<file path="src/logic/pcg_pkg.sv">
// Purpose: Constants and types for the peripheral clock gating control block
// Assumes: Register indices are word indices; byte address is four times the index
// Notes:   Gate bit positions and masks used by the register file and enables

package pcg_pkg;

    localparam int          NREG     = 12;
    localparam int          ADDR_W   = 18;
    localparam int          IDX_W    = 16;
    localparam int          DATA_W   = 16;

    // Word indices of the control registers
    localparam logic [IDX_W-1:0] IDX_PLL_STATUS   = 16'h7011;
    localparam logic [IDX_W-1:0] IDX_HS_PRESCALER = 16'h701a;
    localparam logic [IDX_W-1:0] IDX_LS_PRESCALER = 16'h701b;
    localparam logic [IDX_W-1:0] IDX_GATE_0       = 16'h701c;
    localparam logic [IDX_W-1:0] IDX_GATE_1       = 16'h701d;
    localparam logic [IDX_W-1:0] IDX_LOW_POWER    = 16'h701e;
    localparam logic [IDX_W-1:0] IDX_GATE_3       = 16'h7020;
    localparam logic [IDX_W-1:0] IDX_PLL_CONTROL  = 16'h7021;
    localparam logic [IDX_W-1:0] IDX_SYS_STATUS   = 16'h7022;
    localparam logic [IDX_W-1:0] IDX_WD_COUNTER   = 16'h7023;
    localparam logic [IDX_W-1:0] IDX_WD_KEY       = 16'h7025;
    localparam logic [IDX_W-1:0] IDX_WD_CONTROL   = 16'h7029;

    localparam logic [IDX_W-1:0] REG_INDEX [NREG] = '{
        IDX_PLL_STATUS, IDX_HS_PRESCALER, IDX_LS_PRESCALER, IDX_GATE_0,
        IDX_GATE_1, IDX_LOW_POWER, IDX_GATE_3, IDX_PLL_CONTROL,
        IDX_SYS_STATUS, IDX_WD_COUNTER, IDX_WD_KEY, IDX_WD_CONTROL};

    // Slots in the storage array
    localparam int          SLOT_PLL_STATUS  = 0;
    localparam int          SLOT_HS_PRESC    = 1;
    localparam int          SLOT_LS_PRESC    = 2;
    localparam int          SLOT_GATE_0      = 3;
    localparam int          SLOT_PLL_CONTROL = 7;

    // Gate bit positions in peripheral_clock_gate_0
    localparam int          BIT_CAN_B      = 15;
    localparam int          BIT_CAN_A      = 14;
    localparam int          BIT_SPORT_B    = 13;
    localparam int          BIT_SPORT_A    = 12;
    localparam int          BIT_UART_B     = 11;
    localparam int          BIT_UART_A     = 10;
    localparam int          BIT_SPI_A      = 8;
    localparam int          BIT_UART_C     = 5;
    localparam int          BIT_I2C        = 4;
    localparam int          BIT_CONVERTER  = 3;
    localparam int          BIT_TB_SYNC    = 2;

    localparam logic [DATA_W-1:0] GATE0_RW_MASK  = 16'hfd3c;
    localparam logic [DATA_W-1:0] GATE0_RESET    = 16'h0000;
    localparam logic [DATA_W-1:0] REG_RESET      = 16'h0000;
    localparam logic [DATA_W-1:0] PRESENT_ALL    = 16'hffff;
    localparam logic [DATA_W-1:0] LS_BITS        = 16'h3d30;
    localparam logic [DATA_W-1:0] HS_BITS        = 16'h0008;
    localparam logic [DATA_W-1:0] HALF_BITS      = 16'hc000;

    localparam int          PRESC_W        = 3;
    localparam int          DIV_W          = 4;

    localparam logic [1:0]  RESP_OKAY      = 2'b00;
    localparam logic [1:0]  RESP_SLVERR    = 2'b10;

    typedef enum logic [1:0] {
        WR_IDLE = 2'b01,
        WR_RESP = 2'b10
    } pcg_wr_state_e;

    typedef struct packed {
        logic can_b;
        logic can_a;
        logic sport_b;
        logic sport_a;
        logic uart_b;
        logic uart_a;
        logic spi_a;
        logic uart_c;
        logic i2c;
        logic converter;
    } pcg_clk_en_s;

endpackage

</file>
<file path="src/logic/pcg_clock_gate.sv">
// Purpose: Peripheral clock gating control with AXI4-Lite register access
// Assumes: One clock; peripheral clocks leave as one-cycle enable pulses
// Notes:   Registers sit at byte address four times their word index
//
// Added by the designer: the AXI4-Lite interface to the registers.

`timescale 1ns/1ps

module pcg_clock_gate #(
    parameter logic [15:0] PRESENT_MASK = pcg_pkg::PRESENT_ALL
) (
    input  wire logic                        aclk,
    input  wire logic                        aresetn,
    input  wire logic [pcg_pkg::ADDR_W-1:0]  s_axi_awaddr,
    input  wire logic                        s_axi_awvalid,
    output logic                             s_axi_awready,
    input  wire logic [31:0]                 s_axi_wdata,
    input  wire logic [3:0]                  s_axi_wstrb,
    input  wire logic                        s_axi_wvalid,
    output logic                             s_axi_wready,
    output logic [1:0]                       s_axi_bresp,
    output logic                             s_axi_bvalid,
    input  wire logic                        s_axi_bready,
    input  wire logic [pcg_pkg::ADDR_W-1:0]  s_axi_araddr,
    input  wire logic                        s_axi_arvalid,
    output logic                             s_axi_arready,
    output logic [31:0]                      s_axi_rdata,
    output logic [1:0]                       s_axi_rresp,
    output logic                             s_axi_rvalid,
    input  wire logic                        s_axi_rready,
    input  wire logic                        protected_write_enable,
    input  wire logic                        external_reset_pin_n,
    input  wire logic                        watchdog_reset,
    output logic                             system_clock_output,
    output pcg_pkg::pcg_clk_en_s             clk_en,
    output logic                             pwm_timebase_sync
);

    localparam int N = pcg_pkg::NREG;

    pcg_pkg::pcg_wr_state_e          wr_state;
    logic [pcg_pkg::ADDR_W-1:0]      aw_addr;
    logic                            aw_held;
    logic [15:0]                     w_data;
    logic [1:0]                      w_strb;
    logic                            w_held;
    logic [15:0]                     regs [N];
    logic [2:0]                      pin_sync;
    logic                            half_tick;
    logic [pcg_pkg::DIV_W-1:0]       ls_cnt;
    logic [pcg_pkg::DIV_W-1:0]       hs_cnt;
    logic                            ls_tick;
    logic                            hs_tick;
    logic [15:0]                     applied;
    logic [15:0]                     pulse;

    // Address decode
    wire [15:0]  wr_index  = aw_addr[pcg_pkg::ADDR_W-1:2];
    wire [15:0]  rd_index  = s_axi_araddr[pcg_pkg::ADDR_W-1:2];
    wire [N-1:0] wr_hit;
    wire [N-1:0] rd_hit;
    wire [15:0]  rd_sel [N];
    wire [15:0]  wr_mask [N];

    wire wr_go      = aw_held && w_held && (wr_state == pcg_pkg::WR_IDLE);
    wire wr_mapped  = |wr_hit;
    wire wr_allowed = wr_go && wr_mapped && protected_write_enable;
    wire ar_go      = s_axi_arvalid && s_axi_arready;
    wire [15:0] strb_mask = {{8{w_strb[1]}}, {8{w_strb[0]}}};

    // Pin reset counts once the second and third stages agree low
    wire pin_reset   = !pin_sync[1] && !pin_sync[2];
    wire pll_reset   = pin_reset || watchdog_reset;
    wire sys_reset   = !aresetn || pll_reset;

    // Gate register writable bits: reserved and absent bits stay zero
    wire [15:0] gate_mask = pcg_pkg::GATE0_RW_MASK & PRESENT_MASK;

    // Source tick per gate bit
    wire [15:0] src_tick = (pcg_pkg::HALF_BITS & {16{half_tick}})
                         | (pcg_pkg::LS_BITS & {16{ls_tick}})
                         | (pcg_pkg::HS_BITS & {16{hs_tick}});

    wire [pcg_pkg::PRESC_W-1:0] ls_field = regs[pcg_pkg::SLOT_LS_PRESC][2:0];
    wire [pcg_pkg::PRESC_W-1:0] hs_field = regs[pcg_pkg::SLOT_HS_PRESC][2:0];
    wire [pcg_pkg::DIV_W-1:0]   ls_last;
    wire [pcg_pkg::DIV_W-1:0]   hs_last;

    // Divide by twice the field, or by one when the field is zero
    assign ls_last = (ls_field == 3'h0) ? 4'h0 : {ls_field, 1'b0} - 4'h1;
    assign hs_last = (hs_field == 3'h0) ? 4'h0 : {hs_field, 1'b0} - 4'h1;

    genvar g;
    generate
        for (g = 0; g < N; g++) begin : g_dec
            assign wr_hit[g]  = (wr_index == pcg_pkg::REG_INDEX[g]);
            assign rd_hit[g]  = (rd_index == pcg_pkg::REG_INDEX[g]);
            assign rd_sel[g]  = rd_hit[g] ? regs[g] : 16'h0000;
            assign wr_mask[g] = (g == pcg_pkg::SLOT_GATE_0) ? gate_mask : 16'hffff;
        end
    endgenerate

    logic [15:0] rd_word;
    always_comb begin
        rd_word = 16'h0000;
        for (int i = 0; i < N; i++) begin
            rd_word = rd_word | rd_sel[i];
        end
    end

    // Write address and data are taken independently
    assign s_axi_awready = !aw_held && (wr_state == pcg_pkg::WR_IDLE);
    assign s_axi_wready  = !w_held && (wr_state == pcg_pkg::WR_IDLE);
    assign s_axi_arready = !s_axi_rvalid;

    always_ff @(posedge aclk) begin
        if (!aresetn) begin
            aw_held <= 1'b0;
            aw_addr <= '0;
        end else if (s_axi_awvalid && s_axi_awready) begin
            aw_held <= 1'b1;
            aw_addr <= s_axi_awaddr;
        end else if (wr_go) begin
            aw_held <= 1'b0;
        end
    end

    always_ff @(posedge aclk) begin
        if (!aresetn) begin
            w_held <= 1'b0;
            w_data <= 16'h0000;
            w_strb <= 2'b00;
        end else if (s_axi_wvalid && s_axi_wready) begin
            w_held <= 1'b1;
            w_data <= s_axi_wdata[15:0];
            w_strb <= s_axi_wstrb[1:0];
        end else if (wr_go) begin
            w_held <= 1'b0;
        end
    end

    // Write response state machine
    always_ff @(posedge aclk) begin
        if (!aresetn) begin
            wr_state     <= pcg_pkg::WR_IDLE;
            s_axi_bvalid <= 1'b0;
            s_axi_bresp  <= pcg_pkg::RESP_OKAY;
        end else begin
            case (wr_state)
                pcg_pkg::WR_IDLE: begin
                    if (wr_go) begin
                        wr_state     <= pcg_pkg::WR_RESP;
                        s_axi_bvalid <= 1'b1;
                        s_axi_bresp  <= wr_mapped ? pcg_pkg::RESP_OKAY
                                                  : pcg_pkg::RESP_SLVERR;
                    end
                end
                pcg_pkg::WR_RESP: begin
                    if (s_axi_bready) begin
                        wr_state     <= pcg_pkg::WR_IDLE;
                        s_axi_bvalid <= 1'b0;
                    end
                end
                default: begin
                    wr_state     <= pcg_pkg::WR_IDLE;
                    s_axi_bvalid <= 1'b0;
                end
            endcase
        end
    end

    // Read channel
    always_ff @(posedge aclk) begin
        if (!aresetn) begin
            s_axi_rvalid <= 1'b0;
            s_axi_rdata  <= 32'h0000_0000;
            s_axi_rresp  <= pcg_pkg::RESP_OKAY;
        end else if (ar_go) begin
            s_axi_rvalid <= 1'b1;
            s_axi_rdata  <= {16'h0000, rd_word};
            s_axi_rresp  <= (|rd_hit) ? pcg_pkg::RESP_OKAY : pcg_pkg::RESP_SLVERR;
        end else if (s_axi_rready) begin
            s_axi_rvalid <= 1'b0;
        end
    end

    // External reset pin synchroniser
    always_ff @(posedge aclk) begin
        pin_sync <= {pin_sync[1:0], external_reset_pin_n};
    end

    // Register storage; PLL registers ignore aresetn and clear only on the pin or watchdog reset
    generate
        for (g = 0; g < N; g++) begin : g_reg
            wire is_pll  = (g == pcg_pkg::SLOT_PLL_STATUS)
                        || (g == pcg_pkg::SLOT_PLL_CONTROL);
            wire do_rst  = is_pll ? pll_reset : sys_reset;
            wire [15:0] m = wr_mask[g] & strb_mask;
            always_ff @(posedge aclk) begin
                if (do_rst) begin
                    regs[g] <= pcg_pkg::REG_RESET;
                end else if (wr_allowed && wr_hit[g]) begin
                    regs[g] <= (regs[g] & ~m) | (w_data & m);
                end
            end
        end
    endgenerate

    // Half system clock tick for the CAN controllers
    always_ff @(posedge aclk) begin
        if (sys_reset) begin
            half_tick <= 1'b0;
        end else begin
            half_tick <= !half_tick;
        end
    end

    // Low-speed and high-speed prescaler dividers
    always_ff @(posedge aclk) begin
        if (sys_reset) begin
            ls_cnt  <= 4'h0;
            ls_tick <= 1'b0;
        end else begin
            ls_tick <= (ls_cnt >= ls_last);
            ls_cnt  <= (ls_cnt >= ls_last) ? 4'h0 : ls_cnt + 4'h1;
        end
    end

    always_ff @(posedge aclk) begin
        if (sys_reset) begin
            hs_cnt  <= 4'h0;
            hs_tick <= 1'b0;
        end else begin
            hs_tick <= (hs_cnt >= hs_last);
            hs_cnt  <= (hs_cnt >= hs_last) ? 4'h0 : hs_cnt + 4'h1;
        end
    end

    // Gated pulses; a gate only follows its register while its tick is low
    generate
        for (g = 0; g < 16; g++) begin : g_gate
            always_ff @(posedge aclk) begin
                if (sys_reset) begin
                    applied[g] <= 1'b0;
                    pulse[g]   <= 1'b0;
                end else begin
                    if (!src_tick[g]) begin
                        applied[g] <= regs[pcg_pkg::SLOT_GATE_0][g];
                    end
                    pulse[g] <= applied[g] && src_tick[g];
                end
            end
        end
    endgenerate

    // Peripheral enable map
    assign clk_en.can_b     = pulse[pcg_pkg::BIT_CAN_B];
    assign clk_en.can_a     = pulse[pcg_pkg::BIT_CAN_A];
    assign clk_en.sport_b   = pulse[pcg_pkg::BIT_SPORT_B];
    assign clk_en.sport_a   = pulse[pcg_pkg::BIT_SPORT_A];
    assign clk_en.uart_b    = pulse[pcg_pkg::BIT_UART_B];
    assign clk_en.uart_a    = pulse[pcg_pkg::BIT_UART_A];
    assign clk_en.spi_a     = pulse[pcg_pkg::BIT_SPI_A];
    assign clk_en.uart_c    = pulse[pcg_pkg::BIT_UART_C];
    assign clk_en.i2c       = pulse[pcg_pkg::BIT_I2C];
    assign clk_en.converter = pulse[pcg_pkg::BIT_CONVERTER];

    // Common timebase start for all enabled PWM modules
    assign pwm_timebase_sync = regs[pcg_pkg::SLOT_GATE_0][pcg_pkg::BIT_TB_SYNC];

    // System clock output runs at the CPU input clock rate
    assign system_clock_output = aclk;

endmodule

</file>
<file path="config.mk">
export PLATFORM = sky130hd
export DESIGN_NAME = pcg_clock_gate
export DESIGN_NICKNAME = d
export VERILOG_FILES = /design/src/logic/pcg_pkg.sv /design/src/logic/pcg_clock_gate.sv
export SDC_FILE = /design/constraint.sdc
export NUM_CORES = 1
export LEC_CHECK = 0
export BUFFER_PORTS_ARGS = -buffer_cell sky130_fd_sc_hd__buf_2
export CAP_MARGIN = 10
export CELL_PAD_IN_SITES_DETAIL_PLACEMENT = 0
export CELL_PAD_IN_SITES_GLOBAL_PLACEMENT = 1
export CORE_UTILIZATION = 40
export CTS_CLUSTER_SIZE = 28
export DETAILED_ROUTE_END_ITERATION = 10
export PLACE_DENSITY_LB_ADDON = 0.1
export SKIP_LAST_GASP = 1
export SYNTH_ARGS = -nofsm -noshare
export SYNTH_HDL_FRONTEND = slang
export SYNTH_SLANG_ARGS = --single-unit
</file>
<file path="constraint.sdc">
create_clock -name aclk -period 3.46 [get_ports aclk]
set_input_delay 0.173 -clock aclk [delete_from_list [all_inputs] [get_ports aclk]]
set_output_delay 0.173 -clock aclk [all_outputs]
set_load 0.01 [all_outputs]
</file>
* Word-level counts from Yosys, hierarchy flattened
Memory sizes are Yosys's and may differ from the RTL's. Index checks and enable logic that the tools add are counted.
Storage, ports and cells: register bits after elaboration 96, bits in writable memories 192, output and inout bits 53, word-level logic and storage cells 256, memories kept 1
Memory list:
- regs | depth 12, bits a word 16, read ports 12, clocked after Yosys merged registers in 0, write ports 12, RTL line pcg_clock_gate.sv:47 | logic [15:0] regs [N];
Cells by class: $add $sub $neg 4, $lt $le $gt $ge 2, equal/unequal tests 28, mux-type cells 79, bitwise operators 53, reduce and logical (&&, ||, !) cells 52
Operator list (number):
- equality test 16 x 15 -> 1 bit, second input constant | 24
- 2-to-1 mux 16 bit | 24
- bitwise OR 16 bit | 23
- AND 16 bit | 14
- 2-to-1 mux 1 bit | 47
- logical AND 1 bit | 32
- NOT 16 bit | 2
- OR reduction 12 bit | 2
- bitwise OR 16 x 14 -> 16 bit | 1
- bitwise OR 16 x 4 -> 16 bit | 1
- bitwise OR 1 bit | 12
- adder 4 x 1 -> 4 bit, second input constant | 2
- greater-or-equal comparator 4 bit | 2
- 2-to-1 mux 2 bit | 4
- 2-to-1 mux 4 bit | 2
- subtractor 4 x 1 -> 4 bit, second input constant | 2
- logical NOT 1 bit | 7
- logical NOT 3 bit | 2
- nonzero test 2 bit | 3
- != test 2 bit, second input constant | 2
- one-hot mux 2 bit (2 select lines) | 1
- AND reduction 2 bit | 2
- OR reduction 2 bit | 2
- equality test 2 x 1 -> 1 bit, second input constant | 1
- 3 further kinds | 4

* Depth between registers and ports, before layout
depth after elaboration 13, depth in mapped cells 10, mapped depth without buffers 10

==> impl_metrics.json <==
{
  "synth_area_per_cell_um2": 10.4,
  "crit_buf_inv": 0,
  "hold_start": "aresetn",
  "p_total_mw": 7.94,
  "area_growth_pct": 17.4,
  "setup_slack_ns": 0.707,
  "synth_top_cell_by_area": "edfxtp_1",
  "max_slew.worst_pin.slew_ns": 0.928,
  "final_max_slew_viol_count": 0,
  "viasPerCell": 5.54,
  "period_share_pct": 79.6,
  "clkLatencyLatePin_ns": 0.68,
  "nets": 1528,
  "initial_core_util_pct": 40.7,
  "globalplace.congestion": 0.819,
  "path_delay_family": "simple AND/OR/NAND/NOR gates",
  "required_ns": 3.97,
  "chipWidth_um": 187,
  "synth_area_leaders": "edfxtp_1 41%, dfxtp_1 13%, nand2b_1 9.1%",
  "cp_slowest_stage_delay_ns": 0.74,
  "crit_fanout": 16,
  "cp.arrival_ns": 3.26,
  "p_per_area_nw_per_um2": 495,
  "startpoint": "aw_addr[17]",
  "grt_usage_pct": 23.6,
  "grt_overflow": 0,
  "cp-start-kind": "flip-flop",
  "synth_area_um2": 13700,
  "max-cap-violations": 0,
  "drt_iter0_drc": 1014,
  "routed_wirelength_um": 41900,
  "die_area_um2": 34900,
  "cp_slowest_cell": "or3_1",
  "criticalPathCategory": "flip-flop to flip-flop",
  "hpwl_um": 27100,
  "hold_viol": 0,
  "grt_pass1_vias": 10100,
  "n_fill_cell": 3196,
  "placed_area_um2": 14600,
  "grt_pass1_wl_um": 63000,
  "slew_headroom_pct": 37.6,
  "final.setup_skew_ns": 0.0114,
  "wl_per_cell_um": 22.0,
  "fin_crit_ns": 2.75,
  "synth_cell_types": 67,
  "dp_slack_ns": 0.724,
  "ios": 135,
  "vias": 10500,
  "num_antenna_cells": 0,
  "final.setup.tns_ns": 0,
  "portBuffers": 94,
  "final_layout_size_suffix_gt1_share_pct": 17.2,
  "synth.top_cell.area_share_pct": 41.1,
  "cts_setup_buffers": 0,
  "synth_seq_area_share_pct": 54.4,
  "status": "finished, final reports clean",
  "yosys_most_used_dff": "edfxtp_1",
  "clk_pin_slew_ns": 0.06,
  "p_leak_nw": 5.74,
  "antenna_found_initial": 0,
  "async_reset_ff_share_pct": 0,
  "ys_ff_latch": 278,
  "worstReg2RegStart": "aw_addr[17]",
  "antenna_left": 0,
  "core_area_um2": 33600,
  "fin_util_pct": 47.8,
  "ir_drop_v": 0.000381,
  "cp-end-kind": "flip-flop",
  "synth_edf_count": 187,
  "design_area_um2": 16100,
  "cts_tree": "done",
  "drc": 0,
  "grt_max_degree": 81,
  "ys_warn_count": 0,
  "rows": 67,
  "rsz0062_at_grt": "no",
  "finalSetupViolations": 0,
  "fmax_mhz": 363,
  "netlist_instances": 1315,
  "die_y_um": 187,
  "crit_chain": "nor4_4 > nand4_4 > or4_4 > or3_1 > a21oi_1",
  "min-delay-path-class": "primary input to flip-flop",
  "firstDrtPassIters": 7
}
worst register-to-register path: stages (launching register included):
cell and delay, ns:
dfxtp_1 0.33, nor4_4 0.50, nand4_4 0.21, or4_4 0.55, or3_1 0.74, a21oi_1 0.25
cell usage in the layout, fill, tap and decap left out, types with 5 or more instances in the layout:
master / count
a21boi_0: 36
a21o_1: 7
a21oi_1: 194
a21oi_2: 9
a221o_1: 5
a221oi_1: 10
a222oi_1: 13
a22o_1: 11
a22oi_1: 25
a31oi_1: 5
and2_1: 8
and3_1: 7
buf_2: 94
buf_4: 49
clkbuf_1: 7
clkbuf_16: 34
clkinv_2: 6
conb_1: 18
dfxtp_1: 89
dlygate4sd3_1: 38
edfxtp_1: 187
ha_1: 14
inv_1: 23
mux2_2: 13
mux2i_1: 8
nand2_1: 126
nand2b_1: 199
nand3_1: 17
nand4_1: 10
nor2_1: 39
nor2b_1: 9
nor3_1: 8
nor4_1: 11
nor4_2: 8
o21ai_0: 29
o21ai_1: 7
o221a_2: 6
or2_2: 6
or4b_1: 5
or4bb_1: 5
final timing paths:
path,endpoint,slack (ns),cells past startpoint
max,regs[2][17],0.71,5
max reg2reg,regs[2][17],0.71,5
min reg2reg,pin_sync[1],0.33,0
min,aw_addr[3],0.08,2
cell type report:
| class | instances | area, µm² | share of cell area, % |
|---|---|---|---|
| multi-input combinational | 914 | 5650 | 35.2 |
| inverter | 23 | 86.3 | 0.538 |
| clock inverter | 15 | 160 | 0.998 |
| sequential | 278 | 7440 | 46.3 |
| clock buffer | 46 | 937 | 5.84 |
| timing repair buffer | 180 | 1210 | 7.56 |
| tap | 448 | 561 | 3.49 |
cells in the mapped netlist (7+ instances only):
library cell  count
a21oi_1         194
a221oi_1         10
clkbuf_1         84
nand4_1          10
nand2_1         126
mux2_2           13
nor2b_1          10
buf_4            22
nand3_1          17
o21ai_0          36
ha_1             14
dfxtp_1          91
edfxtp_1        187
nand2b_1        199
a21oi_2           9
nor4_1           13
a22o_1           11
nor2_1           39
inv_1            23
and2_1            8
a22oi_1          25
a222oi_1         13
a21boi_0         36
mux2i_1           8
and3_1            7
nor3_1            8
a21o_1            7
flip-flops by register name, indices dropped and copies added, names as in the netlist, 2 cells and up:
register	cells
ls_cnt	4
aw_addr	16
hs_cnt	4
w_data	16
pin_sync	3
regs	187
clk_en	10
applied	10
w_strb	2
s_axi_rdata	16
report_power, final:
part           switching (mW)  total [mW]  leakage [nW]  internal (mW)
logic                   0.369       0.620          2.35          0.251
clock network            1.41        3.51         0.538           2.11
registers               0.118        3.81          2.85           3.69
per-layer routing:
metal	share of wire [%]	vias to the layer above	track usage (%)	wire, µm
met5	0	-	0	0
met4	2.5	0	6.59	1050
met3	7.1	65	3.70	2980
met2	46	376	37.2	19100
met1	45	5126	33.7	18800
li1	-	4976	-	-
logic make-up (layout without fill, tap and decap cells):
logic type,Yosys count,in the layout,share of synthesized area [%]
XOR/XNOR,5,5,0.320
AND/OR/NAND/NOR,482,482,20.1
flip-flops,278,278,54.4
buffers and inverters,140,264,4.90
AO/OA/AOI/OAI,374,374,17.3
adder cells (fa/ha/maj),14,14,1.28
multiplexers,21,21,1.66
other,1,18,0.0274
stage by stage:
| stage | cells | hold slack (ns) |
|---|---|---|
| after floorplan | 1332 | 0.201 |
| after global placement | 1806 | 0.274 |
| after detailed placement | 1806 | 0.274 |
| after CTS | 1904 | 0.0780 |
| after global routing | 1904 | 0.117 |
| final | 1904 | 0.0771 |
repair_timing:
item,in CTS,in global routing
hold buffers,38,0
endpoints found under the hold margin,38,0
resized for setup,0,0
Power figures use the tool's default switching activity.
